## src/rtl/msppm_consts.svh

```systemverilog
// Offsets, field positions, reset values and timing counts of the sensor/monitor block.
// Assumes inclusion from the design files only.
`ifndef MSPPM_CONSTS_SVH
`define MSPPM_CONSTS_SVH

// ----------------------------------------
// Register byte offsets
// ----------------------------------------
`define MSPPM_OFS_CONFIG 12'h000
`define MSPPM_OFS_PRESET 12'h004
`define MSPPM_OFS_PLSFREQ 12'h008
`define MSPPM_OFS_STATUS 12'h00c
`define MSPPM_OFS_ELOFS 12'h010

// ----------------------------------------
// Config field positions
// ----------------------------------------
`define MSPPM_CF_LIMACT 0
`define MSPPM_CF_HOMEMODE 4
`define MSPPM_CF_MONSELA 8
`define MSPPM_CF_MONSELB 12
`define MSPPM_CF_PLSSEL 16
`define MSPPM_CF_PULSEMODE 18
`define MSPPM_CF_SLITEN 19

// ----------------------------------------
// Reset values
// ----------------------------------------
`define MSPPM_RST_LIMACT 3'b010
`define MSPPM_RST_HOMEMODE 2'b01
`define MSPPM_RST_MONSELA 4'h1
`define MSPPM_RST_MONSELB 4'h8
`define MSPPM_RST_PLSSEL 2'b00
`define MSPPM_RST_PLSFREQ 14'h0064
`define MSPPM_PLSFREQ_MAX 14'h2710
`define MSPPM_OT_ALARM_CODE 8'h66

// ----------------------------------------
// Timing: frequency unit 100 Hz at 50 MHz
// ----------------------------------------
`define MSPPM_CLK_HZ 50000000
`define MSPPM_FREQ_UNIT_HZ 100
`define MSPPM_FRAME_LEN 6'd40

`endif

```

## src/rtl/msppm_pkg.sv

```systemverilog
// Types of the sensor/preset/monitor block.
// Assumes nothing beyond a SystemVerilog compiler.
package msppm_pkg;

	typedef enum logic [2:0] {
		MSPPM_LA_HOME_ONLY = 3'b111,
		MSPPM_LA_IMM = 3'b000,
		MSPPM_LA_DEC = 3'b001,
		MSPPM_LA_IMM_ALM = 3'b010,
		MSPPM_LA_DEC_ALM = 3'b011
	} msppm_limact_type;

	typedef enum logic [1:0] {
		MSPPM_HM_TWO = 2'b00,
		MSPPM_HM_THREE = 2'b01,
		MSPPM_HM_ONEWAY = 2'b10,
		MSPPM_HM_PUSH = 2'b11
	} msppm_homemode_type;

	typedef enum logic [1:0] {
		MSPPM_PG_IDLE = 2'b01,
		MSPPM_PG_RUN = 2'b10
	} msppm_pgstate_type;

endpackage

```

## src/rtl/msppm_io.sv

```systemverilog
// Sensor, preset, electrical home, position monitor and alarm reset logic.
// Assumes a motion core on pclk supplying positions and state; APB slave.
//
// Decided for this implementation: the APB slave port and the placing of the registers.
`timescale 1ns/100ps

// Function
// - In homing, either limit input is a homing event for the search.
// - Outside homing a limit stops the motor unless set homing-only.
// - Limit action: -1 home only, 0..3 stop kinds, default 2.
// - Homing mode: 0 two, 1 three sensors, 2 one-way, 3 push; default 1.
// - Home sensor counts only in three-sensor or one-way mode.
// - Slit input, when connected, refines home detection.
// - Preset loads command and feedback positions and saves them.
// - Preset ignored while moving or paused.
// - Preset ignored while deviation flag is set.
// - Electrical home rise captures coordinates; used while input high.
// - Electrical home low returns to mechanical coordinates.
// - Switch in motion converts positions, not the running target.
// - High-speed homing refused while electrical home is high.
// - Monitor request sends data chosen by its own selection.
// - Monitor selection codes 1..4, 8, 9..12; defaults 1 and 8.
// - Outside pulse mode each monitor clock rise shifts the next serial bit out.
// - In pulse mode a monitor clock rise starts transmission.
// - Pulse request rise latches the value to transmit.
// - Pulse data select: 0 cmd, 1 cmd cnt, 2 fb, 3 fb cnt.
// - Pulse rate capped 1..10000 x 0.1 kHz, default 100.
// - Alarm stops motor; cleared only on alarm clear rise.
// - Non-resettable alarms survive an alarm clear rise.
module msppm_io
	import msppm_pkg::*;
(
	// Clock and reset
	input wire logic pclk,
	input wire logic presetn,
	// APB slave
	input wire logic psel,
	input wire logic penable,
	input wire logic pwrite,
	input wire logic [11:0] paddr,
	input wire logic [31:0] pwdata,
	output logic [31:0] prdata,
	output logic pready,
	output logic pslverr,
	// Sensor and control pins
	input wire logic forward_limit_in,
	input wire logic reverse_limit_in,
	input wire logic mech_home_sensor_in,
	input wire logic slit_sensor_in,
	input wire logic position_preset_in,
	input wire logic electrical_home_in,
	input wire logic monitor_select_a_in,
	input wire logic monitor_select_b_in,
	input wire logic monitor_shift_clk_in,
	input wire logic pulse_report_request_in,
	input wire logic alarm_clear_in,
	// Monitor pins
	output logic monitor_serial_out,
	output logic pulse_report_out,
	// Motion core state
	input wire logic homing_active,
	input wire logic motor_moving,
	input wire logic pause_active,
	input wire logic deviation_limit_flag,
	input wire logic hs_homing_req,
	input wire logic [31:0] cmd_pos,
	input wire logic [31:0] fb_pos,
	input wire logic [31:0] cmd_cnt,
	input wire logic [31:0] fb_cnt,
	input wire logic alarm_event,
	input wire logic [7:0] alarm_event_code,
	input wire logic alarm_event_fatal,
	// Motion core commands
	output logic homing_limit_event,
	output logic home_ref_hit,
	output logic stop_immediate,
	output logic stop_decel,
	output logic preset_load,
	output logic nvm_write,
	output logic [31:0] preset_value,
	output logic [31:0] cmd_pos_view,
	output logic [31:0] fb_pos_view,
	output logic el_coord_active,
	output logic hs_homing_go,
	output logic alarm_active,
	output logic [7:0] alarm_code
);
`include "msppm_consts.svh"

	// ----------------------------------------
	// Input synchronisers
	// ----------------------------------------
	localparam int NIN = 11;
	logic [NIN-1:0] pin_lvl;
	logic [NIN-1:0] pin_rise;

	msppm_sync #(.WIDTH(NIN)) u_sync (
		.pclk(pclk),
		.presetn(presetn),
		.async_in({alarm_clear_in, pulse_report_request_in, monitor_shift_clk_in,
			monitor_select_b_in, monitor_select_a_in, electrical_home_in,
			position_preset_in, slit_sensor_in, mech_home_sensor_in,
			reverse_limit_in, forward_limit_in}),
		.level(pin_lvl),
		.rise(pin_rise)
	);

	wire lim_lvl = pin_lvl[0] | pin_lvl[1];
	wire lim_rise = pin_rise[0] | pin_rise[1];
	wire mech_home_sensor_in_lvl = pin_lvl[2];
	wire slit_lvl = pin_lvl[3];
	wire preset_rise = pin_rise[4];
	wire el_lvl = pin_lvl[5];
	wire el_rise = pin_rise[5];
	wire mona_rise = pin_rise[6];
	wire monb_rise = pin_rise[7];
	wire mclk_rise = pin_rise[8];
	wire plsreq_rise = pin_rise[9];
	wire almclr_rise = pin_rise[10];

	// ----------------------------------------
	// Registers
	// ----------------------------------------
	msppm_limact_type limact_q;
	msppm_homemode_type homemode_q;
	logic [3:0] monsel_a_q;
	logic [3:0] monsel_b_q;
	logic [1:0] plssel_q;
	logic pulse_mode_q;
	logic slit_en_q;
	logic [31:0] preset_q;
	logic [13:0] plsfreq_q;
	logic [31:0] el_cmd_ofs_q;
	logic [31:0] el_fb_ofs_q;
	logic alarm_q;
	logic alarm_fatal_q;
	logic [7:0] alarm_code_q;
	logic stop_imm_q;
	logic stop_dec_q;
	logic preset_load_q;
	logic [31:0] prdata_q;
	logic mon_left_q;
	logic pg_busy;

	wire apb_setup = psel & ~penable;
	wire apb_acc = psel & penable;
	wire sel_cfg = paddr == `MSPPM_OFS_CONFIG;
	wire sel_pre = paddr == `MSPPM_OFS_PRESET;
	wire sel_frq = paddr == `MSPPM_OFS_PLSFREQ;
	wire sel_sts = paddr == `MSPPM_OFS_STATUS;
	wire sel_ofs = paddr == `MSPPM_OFS_ELOFS;
	wire sel_any = sel_cfg | sel_pre | sel_frq | sel_sts | sel_ofs;
	wire wr_cfg = apb_acc & pwrite & sel_cfg;
	wire wr_pre = apb_acc & pwrite & sel_pre;
	wire wr_frq = apb_acc & pwrite & sel_frq;

	// Only the documented codes are accepted; others keep the old value
	wire [2:0] wla = pwdata[`MSPPM_CF_LIMACT +: 3];
	wire la_ok = wla == 3'b111 || wla[2] == 1'b0;
	wire [3:0] wsa = pwdata[`MSPPM_CF_MONSELA +: 4];
	wire [3:0] wsb = pwdata[`MSPPM_CF_MONSELB +: 4];
	wire sa_ok = (wsa >= 4'h1 && wsa <= 4'h4) || (wsa >= 4'h8 && wsa <= 4'hc);
	wire sb_ok = (wsb >= 4'h1 && wsb <= 4'h4) || (wsb >= 4'h8 && wsb <= 4'hc);
	wire [13:0] wfq = pwdata[13:0];
	wire fq_ok = pwdata[31:14] == 18'h0_0000 && wfq != 14'h0000 && wfq <= `MSPPM_PLSFREQ_MAX;

	wire [31:0] cfg_rd = {12'h000, slit_en_q, pulse_mode_q, plssel_q, monsel_b_q, monsel_a_q,
		2'b00, homemode_q, 1'b0, limact_q};
	wire [31:0] sts_rd = {alarm_code_q, 17'h0_0000, alarm_fatal_q, alarm_q, el_lvl, pg_busy,
		mon_left_q, stop_dec_q, stop_imm_q};
	wire [31:0] rd_mux = sel_cfg ? cfg_rd : sel_pre ? preset_q : sel_frq ? {18'h0_0000, plsfreq_q} :
		sel_sts ? sts_rd : sel_ofs ? el_cmd_ofs_q : 32'h0000_0000;

	assign pready = 1'b1;
	assign pslverr = apb_acc & ~sel_any;
	assign prdata = prdata_q;

	always_ff @(posedge pclk or negedge presetn) begin
		if (!presetn) begin
			limact_q <= msppm_limact_type'(`MSPPM_RST_LIMACT);
			homemode_q <= msppm_homemode_type'(`MSPPM_RST_HOMEMODE);
			monsel_a_q <= `MSPPM_RST_MONSELA;
			monsel_b_q <= `MSPPM_RST_MONSELB;
			plssel_q <= `MSPPM_RST_PLSSEL;
			pulse_mode_q <= 1'b0;
			slit_en_q <= 1'b0;
			preset_q <= 32'h0000_0000;
			plsfreq_q <= `MSPPM_RST_PLSFREQ;
			prdata_q <= 32'h0000_0000;
		end else begin
			if (apb_setup && !pwrite)
				prdata_q <= rd_mux;
			if (wr_cfg) begin
				if (la_ok)
					limact_q <= msppm_limact_type'(wla);
				homemode_q <= msppm_homemode_type'(pwdata[`MSPPM_CF_HOMEMODE +: 2]);
				if (sa_ok)
					monsel_a_q <= wsa;
				if (sb_ok)
					monsel_b_q <= wsb;
				plssel_q <= pwdata[`MSPPM_CF_PLSSEL +: 2];
				pulse_mode_q <= pwdata[`MSPPM_CF_PULSEMODE];
				slit_en_q <= pwdata[`MSPPM_CF_SLITEN];
			end
			if (wr_pre)
				preset_q <= pwdata;
			if (wr_frq && fq_ok)
				plsfreq_q <= wfq;
		end
	end

	// ----------------------------------------
	// Limits and home sensors
	// ----------------------------------------
	wire ot_enabled = limact_q != MSPPM_LA_HOME_ONLY;
	wire ot_hit = ~homing_active & lim_lvl & ot_enabled;
	wire ot_imm = limact_q == MSPPM_LA_IMM || limact_q == MSPPM_LA_IMM_ALM;
	wire ot_alm = limact_q == MSPPM_LA_IMM_ALM || limact_q == MSPPM_LA_DEC_ALM;
	wire home_used = homemode_q == MSPPM_HM_THREE || homemode_q == MSPPM_HM_ONEWAY;

	assign homing_limit_event = homing_active & lim_rise;
	// Slit qualifies the home sensor only when connected
	assign home_ref_hit = homing_active & home_used & mech_home_sensor_in_lvl & (~slit_en_q | slit_lvl);
	assign stop_immediate = stop_imm_q;
	assign stop_decel = stop_dec_q;

	always_ff @(posedge pclk or negedge presetn) begin
		if (!presetn) begin
			stop_imm_q <= 1'b0;
			stop_dec_q <= 1'b0;
		end else begin
			// Alarm always forces the hard stop
			stop_imm_q <= (ot_hit & ot_imm) | alarm_q;
			stop_dec_q <= ot_hit & ~ot_imm & ~alarm_q;
		end
	end

	// ----------------------------------------
	// Alarm latch
	// ----------------------------------------
	wire ot_alarm_ev = ~homing_active & ot_enabled & ot_alm & lim_rise;
	wire new_alarm = alarm_event | ot_alarm_ev;
	// A held clear level never clears, only its rise does; a new alarm wins over a clear
	wire alarm_clear = almclr_rise & ~alarm_fatal_q;

	assign alarm_active = alarm_q;
	assign alarm_code = alarm_code_q;

	always_ff @(posedge pclk or negedge presetn) begin
		if (!presetn) begin
			alarm_q <= 1'b0;
			alarm_fatal_q <= 1'b0;
			alarm_code_q <= 8'h00;
		end else if (new_alarm && !alarm_q) begin
			alarm_q <= 1'b1;
			alarm_fatal_q <= alarm_event & alarm_event_fatal;
			alarm_code_q <= alarm_event ? alarm_event_code : `MSPPM_OT_ALARM_CODE;
		end else if (alarm_clear && !new_alarm) begin
			alarm_q <= 1'b0;
			alarm_code_q <= 8'h00;
		end
	end

	// ----------------------------------------
	// Preset and electrical home
	// ----------------------------------------
	wire preset_ok = ~motor_moving & ~pause_active & ~deviation_limit_flag;

	assign preset_load = preset_load_q;
	assign nvm_write = preset_load_q;
	assign preset_value = preset_q;
	assign el_coord_active = el_lvl;
	// Views shift only the present positions; targets stay mechanical in the core
	assign cmd_pos_view = el_lvl ? cmd_pos - el_cmd_ofs_q : cmd_pos;
	assign fb_pos_view = el_lvl ? fb_pos - el_fb_ofs_q : fb_pos;
	assign hs_homing_go = hs_homing_req & ~el_lvl;

	always_ff @(posedge pclk or negedge presetn) begin
		if (!presetn) begin
			preset_load_q <= 1'b0;
			el_cmd_ofs_q <= 32'h0000_0000;
			el_fb_ofs_q <= 32'h0000_0000;
		end else begin
			preset_load_q <= preset_rise & preset_ok;
			if (el_rise) begin
				el_cmd_ofs_q <= cmd_pos;
				el_fb_ofs_q <= fb_pos;
			end
		end
	end

	// ----------------------------------------
	// Serial position monitor
	// ----------------------------------------
	logic [39:0] mon_sr_q;
	logic [5:0] mon_cnt_q;
	logic monitor_serial_out_q;
	logic [3:0] msel;
	logic [31:0] mpos;
	logic [39:0] mword;
	logic [5:0] mlen;

	// Request A has priority when both rise together
	always_comb begin
		msel = mona_rise ? monsel_a_q : monsel_b_q;
		unique case (msel[1:0])
			2'b01: mpos = fb_pos_view;
			2'b10: mpos = fb_cnt;
			2'b11: mpos = cmd_pos_view;
			default: mpos = cmd_cnt;
		endcase
		if (msel == 4'h8) begin
			mword = {alarm_code_q, 32'h0000_0000};
			mlen = 6'd8;
		end else if (msel[3]) begin
			mword = {mpos, alarm_code_q};
			mlen = `MSPPM_FRAME_LEN;
		end else begin
			mword = {mpos, 8'h00};
			mlen = 6'd32;
		end
	end

	assign monitor_serial_out = monitor_serial_out_q;

	always_ff @(posedge pclk or negedge presetn) begin
		if (!presetn) begin
			mon_sr_q <= 40'h00_0000_0000;
			mon_cnt_q <= 6'd0;
			mon_left_q <= 1'b0;
			monitor_serial_out_q <= 1'b0;
		end else if (!pulse_mode_q && (mona_rise || monb_rise)) begin
			mon_sr_q <= mword;
			mon_cnt_q <= mlen;
			mon_left_q <= 1'b1;
		end else if (!pulse_mode_q && mclk_rise && mon_left_q) begin
			monitor_serial_out_q <= mon_sr_q[39];
			mon_sr_q <= {mon_sr_q[38:0], 1'b0};
			mon_cnt_q <= mon_cnt_q - 6'd1;
			mon_left_q <= mon_cnt_q != 6'd1;
		end
	end

	// ----------------------------------------
	// Pulse request monitor
	// ----------------------------------------
	logic [31:0] pls_val_q;
	wire [31:0] pls_src = plssel_q == 2'b00 ? cmd_pos_view : plssel_q == 2'b01 ? cmd_cnt :
		plssel_q == 2'b10 ? fb_pos_view : fb_cnt;
	// Magnitude only: the burst carries the count, not the sign
	wire [31:0] pls_mag = pls_val_q[31] ? 32'h0000_0000 - pls_val_q : pls_val_q;

	always_ff @(posedge pclk or negedge presetn) begin
		if (!presetn)
			pls_val_q <= 32'h0000_0000;
		else if (plsreq_rise)
			pls_val_q <= pls_src;
	end

	msppm_pulse_gen #(.FREQ_W(14)) u_pg (
		.pclk(pclk),
		.presetn(presetn),
		.start(pulse_mode_q & mclk_rise),
		.count(pls_mag),
		.freq(plsfreq_q),
		.pulse_out(pulse_report_out),
		.busy(pg_busy)
	);

endmodule

```

## src/rtl/msppm_sync.sv

```systemverilog
// Two-flop synchronisers with rising edge detection, one per input bit.
// Assumes asynchronous inputs; edges are found on the second stage only.
`timescale 1ns/100ps

module msppm_sync #(
	parameter int WIDTH = 11
) (
	// Clock and reset
	input wire logic pclk,
	input wire logic presetn,
	// Raw pins
	input wire logic [WIDTH-1:0] async_in,
	// Synchronised level and rise pulse
	output logic [WIDTH-1:0] level,
	output logic [WIDTH-1:0] rise
);

	genvar i;
	generate
		for (i = 0; i < WIDTH; i++) begin : g_bit
			logic meta_q;
			logic sync_q;
			logic prev_q;
			always_ff @(posedge pclk or negedge presetn) begin
				if (!presetn) begin
					meta_q <= 1'b0;
					sync_q <= 1'b0;
					prev_q <= 1'b0;
				end else begin
					meta_q <= async_in[i];
					sync_q <= meta_q;
					prev_q <= sync_q;
				end
			end
			assign level[i] = sync_q;
			assign rise[i] = sync_q & ~prev_q;
		end
	endgenerate

endmodule

```

## src/rtl/msppm_pulse_gen.sv

```systemverilog
// Emits a counted burst of pulses at a rate set in 100 Hz units.
// Assumes start is a one-cycle pulse; a start while busy is ignored.
`timescale 1ns/100ps

module msppm_pulse_gen
	import msppm_pkg::*;
#(
	parameter int FREQ_W = 14
) (
	// Clock and reset
	input wire logic pclk,
	input wire logic presetn,
	// Request
	input wire logic start,
	input wire logic [31:0] count,
	input wire logic [FREQ_W-1:0] freq,
	// Output
	output logic pulse_out,
	output logic busy
);
`include "msppm_consts.svh"

	// Half period in accumulator units: toggles at twice the pulse rate
	localparam logic [23:0] HALF_LIM = 24'(`MSPPM_CLK_HZ / (2 * `MSPPM_FREQ_UNIT_HZ));

	msppm_pgstate_type state_q;
	logic [23:0] acc_q;
	logic [31:0] left_q;
	logic out_q;
	logic [23:0] acc_sum;
	logic tick;

	assign acc_sum = acc_q + 24'(freq);
	assign tick = acc_sum >= HALF_LIM;
	assign pulse_out = out_q;
	assign busy = state_q == MSPPM_PG_RUN;

	always_ff @(posedge pclk or negedge presetn) begin
		if (!presetn) begin
			state_q <= MSPPM_PG_IDLE;
			acc_q <= 24'h0000;
			left_q <= 32'h0000_0000;
			out_q <= 1'b0;
		end else begin
			unique case (state_q)
				MSPPM_PG_IDLE: begin
					acc_q <= 24'h0000;
					out_q <= 1'b0;
					if (start && count != 32'h0000_0000) begin
						left_q <= count;
						state_q <= MSPPM_PG_RUN;
					end
				end
				MSPPM_PG_RUN: begin
					// Rate ceiling set by the accumulator step
					acc_q <= tick ? acc_sum - HALF_LIM : acc_sum;
					if (tick) begin
						out_q <= ~out_q;
						if (out_q) begin
							left_q <= left_q - 32'h0000_0001;
							if (left_q == 32'h0000_0001)
								state_q <= MSPPM_PG_IDLE;
						end
					end
				end
			endcase
		end
	end

endmodule

```

## config.mk

```make
export PLATFORM = sky130hd
export DESIGN_NAME = msppm_io
export DESIGN_NICKNAME = d
export VERILOG_FILES = /design/src/rtl/msppm_pkg.sv /design/src/rtl/msppm_io.sv /design/src/rtl/msppm_sync.sv /design/src/rtl/msppm_pulse_gen.sv
export VERILOG_INCLUDE_DIRS = /design/src /design/src/rtl
export SDC_FILE = /design/constraint.sdc
export NUM_CORES = 1
export LEC_CHECK = 0
export BUFFER_PORTS_ARGS = -buffer_cell sky130_fd_sc_hd__buf_2
export CORE_ASPECT_RATIO = 1.2
export CORE_MARGIN = 5
export CORE_UTILIZATION = 40
export CTS_BUF_LIST = sky130_fd_sc_hd__clkbuf_8
export CTS_CLUSTER_DIAMETER = 30
export CTS_CLUSTER_SIZE = 8
export DETAILED_ROUTE_END_ITERATION = 7
export HOLD_SLACK_MARGIN = 0.15
export SLEW_MARGIN = 0
export SYNTH_ARGS = -nofsm -noshare
export SYNTH_HDL_FRONTEND = slang
export SYNTH_SLANG_ARGS = --single-unit
export TNS_END_PERCENT = 1
```

## constraint.sdc

```tcl
create_clock -name pclk -period 8.5 [get_ports pclk]
set_input_delay 2.125 -clock pclk [delete_from_list [all_inputs] [get_ports pclk]]
set_output_delay 2.125 -clock pclk [all_outputs]
set_load 0.005 [all_outputs]
```

# == Yosys cells after proc, flatten, opt, wreduce, memory -nomap -nowiden ==
# Index checks and enable logic that the tools add are counted.
# totals
register_bits,342
in_bits,203
# op_classes
bitwise,67
muxes,41
n_lt_le_gt_ge,10
n_reduce_logical,39
n_addsub,7
n_eq_ne,24
# ops
op,n
two-way mux 32 bit,14
two-way mux 40 bit,3
case mux 32 bit (3 select lines),1
case mux 32 bit (2 select lines),1
subtractor 32 bit,2
case mux 24 bit (2 select lines),1
bitwise AND 1 bit,35
equality test 32 x 1 -> 1 bit (second input constant),1
two-way mux 8 bit,4
nonzero test 32 bit,1
subtractor 1 x 32 -> 32 bit (first input constant),1
subtractor 32 x 1 -> 32 bit (second input constant),1
adder 24 x 14 -> 24 bit,1
equality test 12 x 4 -> 1 bit (second input constant),2
>= comparator 24 x 18 -> 1 bit (second input constant),1
two-way mux 24 bit,1
subtractor 24 x 18 -> 24 bit (second input constant),1
inverter 1 bit,23
logical NOT 18 bit,1
two-way mux 6 bit,3
<= comparator 14 bit (second input constant),1
logical AND 1 bit,14
nonzero test 14 bit,1
equality test 12 x 3 -> 1 bit (second input constant),1
other kinds (29),73

# == Logic depth before layout (Yosys ltp) ==
# depth
word_depth,9
ltp_mapped,16

# == Modules after synthesis ==
# Synthesis repeated with hierarchy kept, for this count alone.
# hier_totals
hier_cells,2584
hier_area_um2,22903.2
# modules_own_cells
module,area_each_um2,n_inst,cells_each
msppm_io,17292.8,1,1983
msppm_pulse_gen,4550.6,1,546
msppm_sync,1059.8,1,55

# == Least setup slack after synthesis ==
# No wires, ideal clock.
# synth_path
path_kind,input to output
from,input cmd_pos[0]
to,output cmd_pos_view[28]
setup_slack_ps,1644
arrival_time_ps,4731
path_stages,14
required_ps,6375
path_buffers,0
path_cell_list,inv_1 > ha_1 > inv_1 > fa_1 > a211oi_1 > o21ai_0 > o211ai_1 > a41oi_1 > a31o_2 > a31o_2 > a31oi_1 > xor2_1 > nor2_1 > or2_2
# synth_via
elab_chain_cells,2
# synth_lines
element,line,text
"start, declared",msppm_io.sv:66,"input wire logic [31:0] cmd_pos,"
subtractor 32 bit,msppm_io.sv:274,assign cmd_pos_view = el_lvl ? cmd_pos - el_cmd_ofs_q : cmd_pos;
two-way mux 32 bit,msppm_io.sv:274,
"end, declared",msppm_io.sv:81,"output logic [31:0] cmd_pos_view,"
# Every way passes these cells.

# == Final worst setup path ==
# layout_path
from,input fb_pos[2]
to,output fb_pos_view[25]
# layout_via
elab_chain_cells,2
# layout_lines
element,line,text
"start, declared",msppm_io.sv:67,"input wire logic [31:0] fb_pos,"
subtractor 32 bit,msppm_io.sv:275,assign fb_pos_view = el_lvl ? fb_pos - el_fb_ofs_q : fb_pos;
two-way mux 32 bit,msppm_io.sv:275,
"end, declared",msppm_io.sv:82,"output logic [31:0] fb_pos_view,"
# Every way passes these cells.

==> results by stage <==
Global route:
- In this run the most used layer during global routing was met2.
- The number of global-route vias before repair is 21,666.
- For this run, the total global-route usage over all layers was measured as 27.7%.
- The initial antenna violation count is 32.
- The global routing usage on met2 is 46.2%.
- Entering global routing, the biggest net connects 109 pins.
- Global routing consumed, on the met1 layer, 33.2% of the routing resources.
- The met3 track demand over resource is 7.80%.
- Summed over all layers, the global routing overflow is 0.
- The first global-routing pass estimated 132,000 um of wire.

Floorplanning:
- The I/O pin count is 352.
- The area of the die is 0.0617 sq mm.
- The area of the core region is 0.0561 sq mm.
- The overall die height is 271 um.
- The x dimension of the die is 228 um.
- For this configuration, the core starts out at a cell density of 40.5%.
- The total number of placement rows is 95.

Synthesis:
- Yosys mapped a number of flops with a built-in enable equal to 0.
- The post-synthesis sequential element count is 342.
- Synthesis produced a netlist with a net count of 2,862.
- The count of warnings emitted by yosys is 0.
- The main combinational cell family by area after synthesis is compound AO/OA/AOI/OAI gates.
- The gate count of the mapped netlist is 2,573.
- The xor/xnor cell area share of the yosys netlist is 4.78%.
- The synthesized netlist devotes 20.9% of its cell area to compound gates.
- The post-synthesis cell type count is 85.
- The adder and majority gate portion of the synthesized area is 4.84%.
- The area fraction in and, or, nand and nor cells after synthesis is 17.3%.
- The most used flip-flop cell after synthesis is sky130_fd_sc_hd__dfrtp_1.
- The area of the mapped netlist is 0.0227 sq mm.
- The proportion of synthesized flip-flops having asynchronous set or reset is 100%.
- Measured against the total synthesized area, the mux share comes to 9.89%.
- The average cell area after synthesis is 8.83 sq um.
- Sequential elements use 37.7% of the synthesized area.

Placed design:
- The quantity of I/O buffers inserted on ports is 350.
- The area of placed instances is 0.0251 sq mm.
- The weighted congestion at the end of routability-driven global placement is 0.949.
- Once detailed placement completed, the half-perimeter wirelength came to 68,300 um.

Clock network:
- Clock tree synthesis inserted a total of 92 buffers.
- The clock slew seen by the registers of the worst setup and hold paths is 0.04 ns.
- After clock tree synthesis, the flow added hold-fix buffers numbering 0.
- The maximum level of the CTS H-tree is 3.
- The cell sitting at the root of the clock tree is a sky130_fd_sc_hd__clkbuf_8.
- The number of resized instances in the post-cts repair step is 0.
- The post-CTS repair timing setup buffer count is 0.
- The number of buffers between clock root and the deepest sink is 3.
- TritonCTS built the clock tree.
- The clock insertion delay at the later pin of the skew report is 0.70 ns.
- The number of sinks on the clock net is 342.

Route:
- Wires add up to 88,100 um.
- The detail route stage leaves a number of antenna-violating nets equal to 0.
- The number of DRC violations after detailed-routing iteration 0 is 1,673.
- The first-pass iteration count of the detailed router is 7.
- The detailed router placed 21,879 vias in this run.
- The post-detailed-route via-to-cell ratio is 5.87.
- The DRC violation count after routing is 0.
- In the final routed layout, each cell accounts on average for 23.6 um.

STA:
- After layout, the worst path uses 90.3% of the clock period.
- The worst hold margin is 0.347 ns.
- Clock skew on the completed layout was measured at 0.0576 ns.
- Setup repair after global routing left no endpoint under its margin.
- The maximum clock frequency is 130 MHz.
- The final count of negative-setup-slack endpoints is 0.
- The number of failing hold endpoints at the final stage was 0.
- At the pin with the least slew margin, the transition time is 1.18 ns.
- The count of pins over their slew limit is 0.
- The minimum clock period is 7.67 ns.
- For the final routed database, the setup TNS stands at 0 ns.
- The relative slew slack is 21.1%.

Final layout:
- Counting the fill cells in the layout gives 5,426.
- The final layout contains 3,200 nets.
- The fraction of layout cells with a size suffix above 1 is 23.9%.
- After routing the design area is 0.0274 sq mm.
- The most common library cell in the layout ignoring fill and taps is sky130_fd_sc_hd__buf_2.
- The top cell types in the final layout, fill and taps aside, are 349 x sky130_fd_sc_hd__buf_2, 332 x sky130_fd_sc_hd__dfrtp_1, 331 x sky130_fd_sc_hd__nand2_1.
- The post-synthesis to final-layout area growth is 20.5%.

Worst setup path:
- The launch point of the critical path is fb_pos[2].
- The worst setup path is of the in -> out kind.
- In this run the critical register-to-register path is captured at u_pg.left_q[17]$_DFFE_PN0P_.
- In this design, the largest share of critical-path delay is due to compound AO/OA/AOI/OAI gates.
- The worst setup path is captured at an output port.
- The kind of launch point of the worst setup path is an input pin.
- At the worst endpoint, the arrival time is 5.55 ns.
- Traced cell by cell, the critical path runs through buf_2 -> ha_1 -> o21ai_0 -> a21oi_1 -> o21ai_0 -> o21ai_0 -> a31oi_1 -> o21ai_0 -> a31oi_1 -> o211ai_1 -> xor2_1 -> mux2_2 -> buf_2.
- The reg2reg setup slack is 3.67 ns.
- Among the stages of the critical path, the cell type that occurs most often is sky130_fd_sc_hd__o21ai_0.
- For this design, the slowest cell found on the critical path is sky130_fd_sc_hd__a31oi_1.
- The maximum cell stage delay along the critical path is 0.48 ns.
- The required arrival time at the worst endpoint is 6.38 ns.
- In this run the worst path has a maximum fanout of 4.
- The number of cells on the worst reg-to-reg path is 12.
- The number of buffers and inverters on the critical path is 2.
- In this run the critical register-to-register path is launched from pls_val_q[4]$_DFFE_PN0P_.

Power:
- The power per standard cell area is 220 mW/mm^2.
- The worst IR drop on VDD is 0.145 mV.
- Summed over all cells, the static leakage comes to 12.5 nW.

Worst hold path:
- The worst hold path was traced through 0 stages.
- The tightest min-delay check is of the reg -> reg type.
- The worst hold path begins at u_sync.g_bit[5].meta_q$_DFF_PN0_.
- The path with the worst hold slack has its endpoint at u_sync.g_bit[5].sync_q$_DFF_PN0_.

Run status:
- The run finished with clean final reports.

Run:
- Across the run, the number of max-cap violations was 0.
[cells by family after synthesis]
family                     count (synthesis)
and+or+nand+nor                          848
AOI/OAI and AO/OA                        727
DFF                                      342
buffers and inverters                    266
muxes                                    179
xor gates and xnor gates                 124
adders and majority gates                 86
other                                      1
[how the worst max path moves through the flow]
stage	endpoint	slack, ns	depth (start not counted)
detailed placement	fb_pos_view[25]	0.83	13
floorplan	cmd_pos_view[28]	1.64	14
global route	fb_pos_view[25]	0.64	13
global placement	fb_pos_view[25]	0.87	13
finish	fb_pos_view[25]	0.83	13
CTS	fb_pos_view[25]	0.83	13
[through the flow]
stage | power, mW | cells | setup WS [ns] | utilization (%)
6_report | 6.04 | 3729 | 0.828 | 48.8
5_1_grt | 6.33 | 3717 | 0.643 | 48.8
4_1_cts | 6.07 | 3714 | 0.826 | 48.7
3_5_place_dp | 3.53 | 3544 | 0.832 | 44.8
3_3_place_gp | 3.51 | 3544 | 0.873 | 44.8
2_1_floorplan | 2.87 | 2573 | 1.64 | -
[routing by layer]
layer / vias up / share of wire, %
li1: 10089 / -
met5: - / 0.23
met1: 10656 / 39
met3: 214 / 8.2
met4: 32 / 4.5
met2: 888 / 48
[registers in the layout, indices dropped and copies added (netlist names), 3 cells and up]
register and flops:
mon_cnt_q 6, el_fb_ofs_q 32, u_sync.g_bit.sync_q 11, u_sync.g_bit.meta_q 11, u_pg.left_q 32, preset_value 32, u_sync.g_bit.prev_q 9, monsel_a_q 4
plsfreq_q 14, mon_sr_q 40, alarm_code 8, monsel_b_q 4, limact_q 3, pls_val_q 32, u_pg.acc_q 24, prdata 32
el_cmd_ofs_q 32
[report_power, final]
| part | switching (mW) | internal, mW |
|---|---|---|
| Combinational | 0.921 | 0.615 |
| Clock | 0.913 | 1.60 |
| Sequential | 0.198 | 1.79 |
[synthesized netlist by cell type (9+ instances only)]
cell                       instances  area, sq um
sky130_fd_sc_hd__ha_1             83         1040
sky130_fd_sc_hd__mux4_2           27          608
sky130_fd_sc_hd__mux2_2           93         1050
sky130_fd_sc_hd__o21ai_0         230         1150
sky130_fd_sc_hd__clkbuf_1        112          420
sky130_fd_sc_hd__nor4_1           37          231
sky130_fd_sc_hd__xnor2_1          76          666
sky130_fd_sc_hd__a22oi_1          18          135
sky130_fd_sc_hd__a21o_1           44          330
sky130_fd_sc_hd__a22o_1           19          166
sky130_fd_sc_hd__o211ai_1         15          113
sky130_fd_sc_hd__o311ai_0         20          175
sky130_fd_sc_hd__nand2_1         331         1240
sky130_fd_sc_hd__a221oi_1         15          131
sky130_fd_sc_hd__nor2_1          208          781
sky130_fd_sc_hd__xor2_1           48          420
sky130_fd_sc_hd__o31ai_1          16          120
sky130_fd_sc_hd__a31oi_1          42          263
sky130_fd_sc_hd__nand2b_1         32          200
sky130_fd_sc_hd__or3_1            28          175
sky130_fd_sc_hd__nand3_1          40          200
sky130_fd_sc_hd__mux2i_1          59          591
sky130_fd_sc_hd__dfrtp_1         334         8360
sky130_fd_sc_hd__nand4_1          21          131
sky130_fd_sc_hd__inv_1           120          450
sky130_fd_sc_hd__and2_1           16          100
sky130_fd_sc_hd__a311oi_1         13          114
sky130_fd_sc_hd__or2_2            10         62.6
sky130_fd_sc_hd__a211oi_1         22          165
sky130_fd_sc_hd__a222oi_1         21          210
sky130_fd_sc_hd__a31o_2            9         78.8
sky130_fd_sc_hd__nor2b_1          21          131
sky130_fd_sc_hd__o21a_1           21          158
sky130_fd_sc_hd__a21oi_1         138          691
sky130_fd_sc_hd__buf_1            20         75.1
sky130_fd_sc_hd__nor3_1           46          230
sky130_fd_sc_hd__and3_1           20          125
[layout make-up]
cell class | count | area [sq um] | area share, %
timing repair buffer | 389 | 2050 | 7.50
sequential | 342 | 8570 | 31.3
clock inverter | 58 | 653 | 2.39
antenna | 15 | 37.5 | 0.137
inverter | 121 | 454 | 1.66
clock buffer | 112 | 1540 | 5.63
tap | 727 | 910 | 3.32
multi-input combinational | 1965 | 13200 | 48.1
No activity file was read; power rests on OpenSTA's default activity.
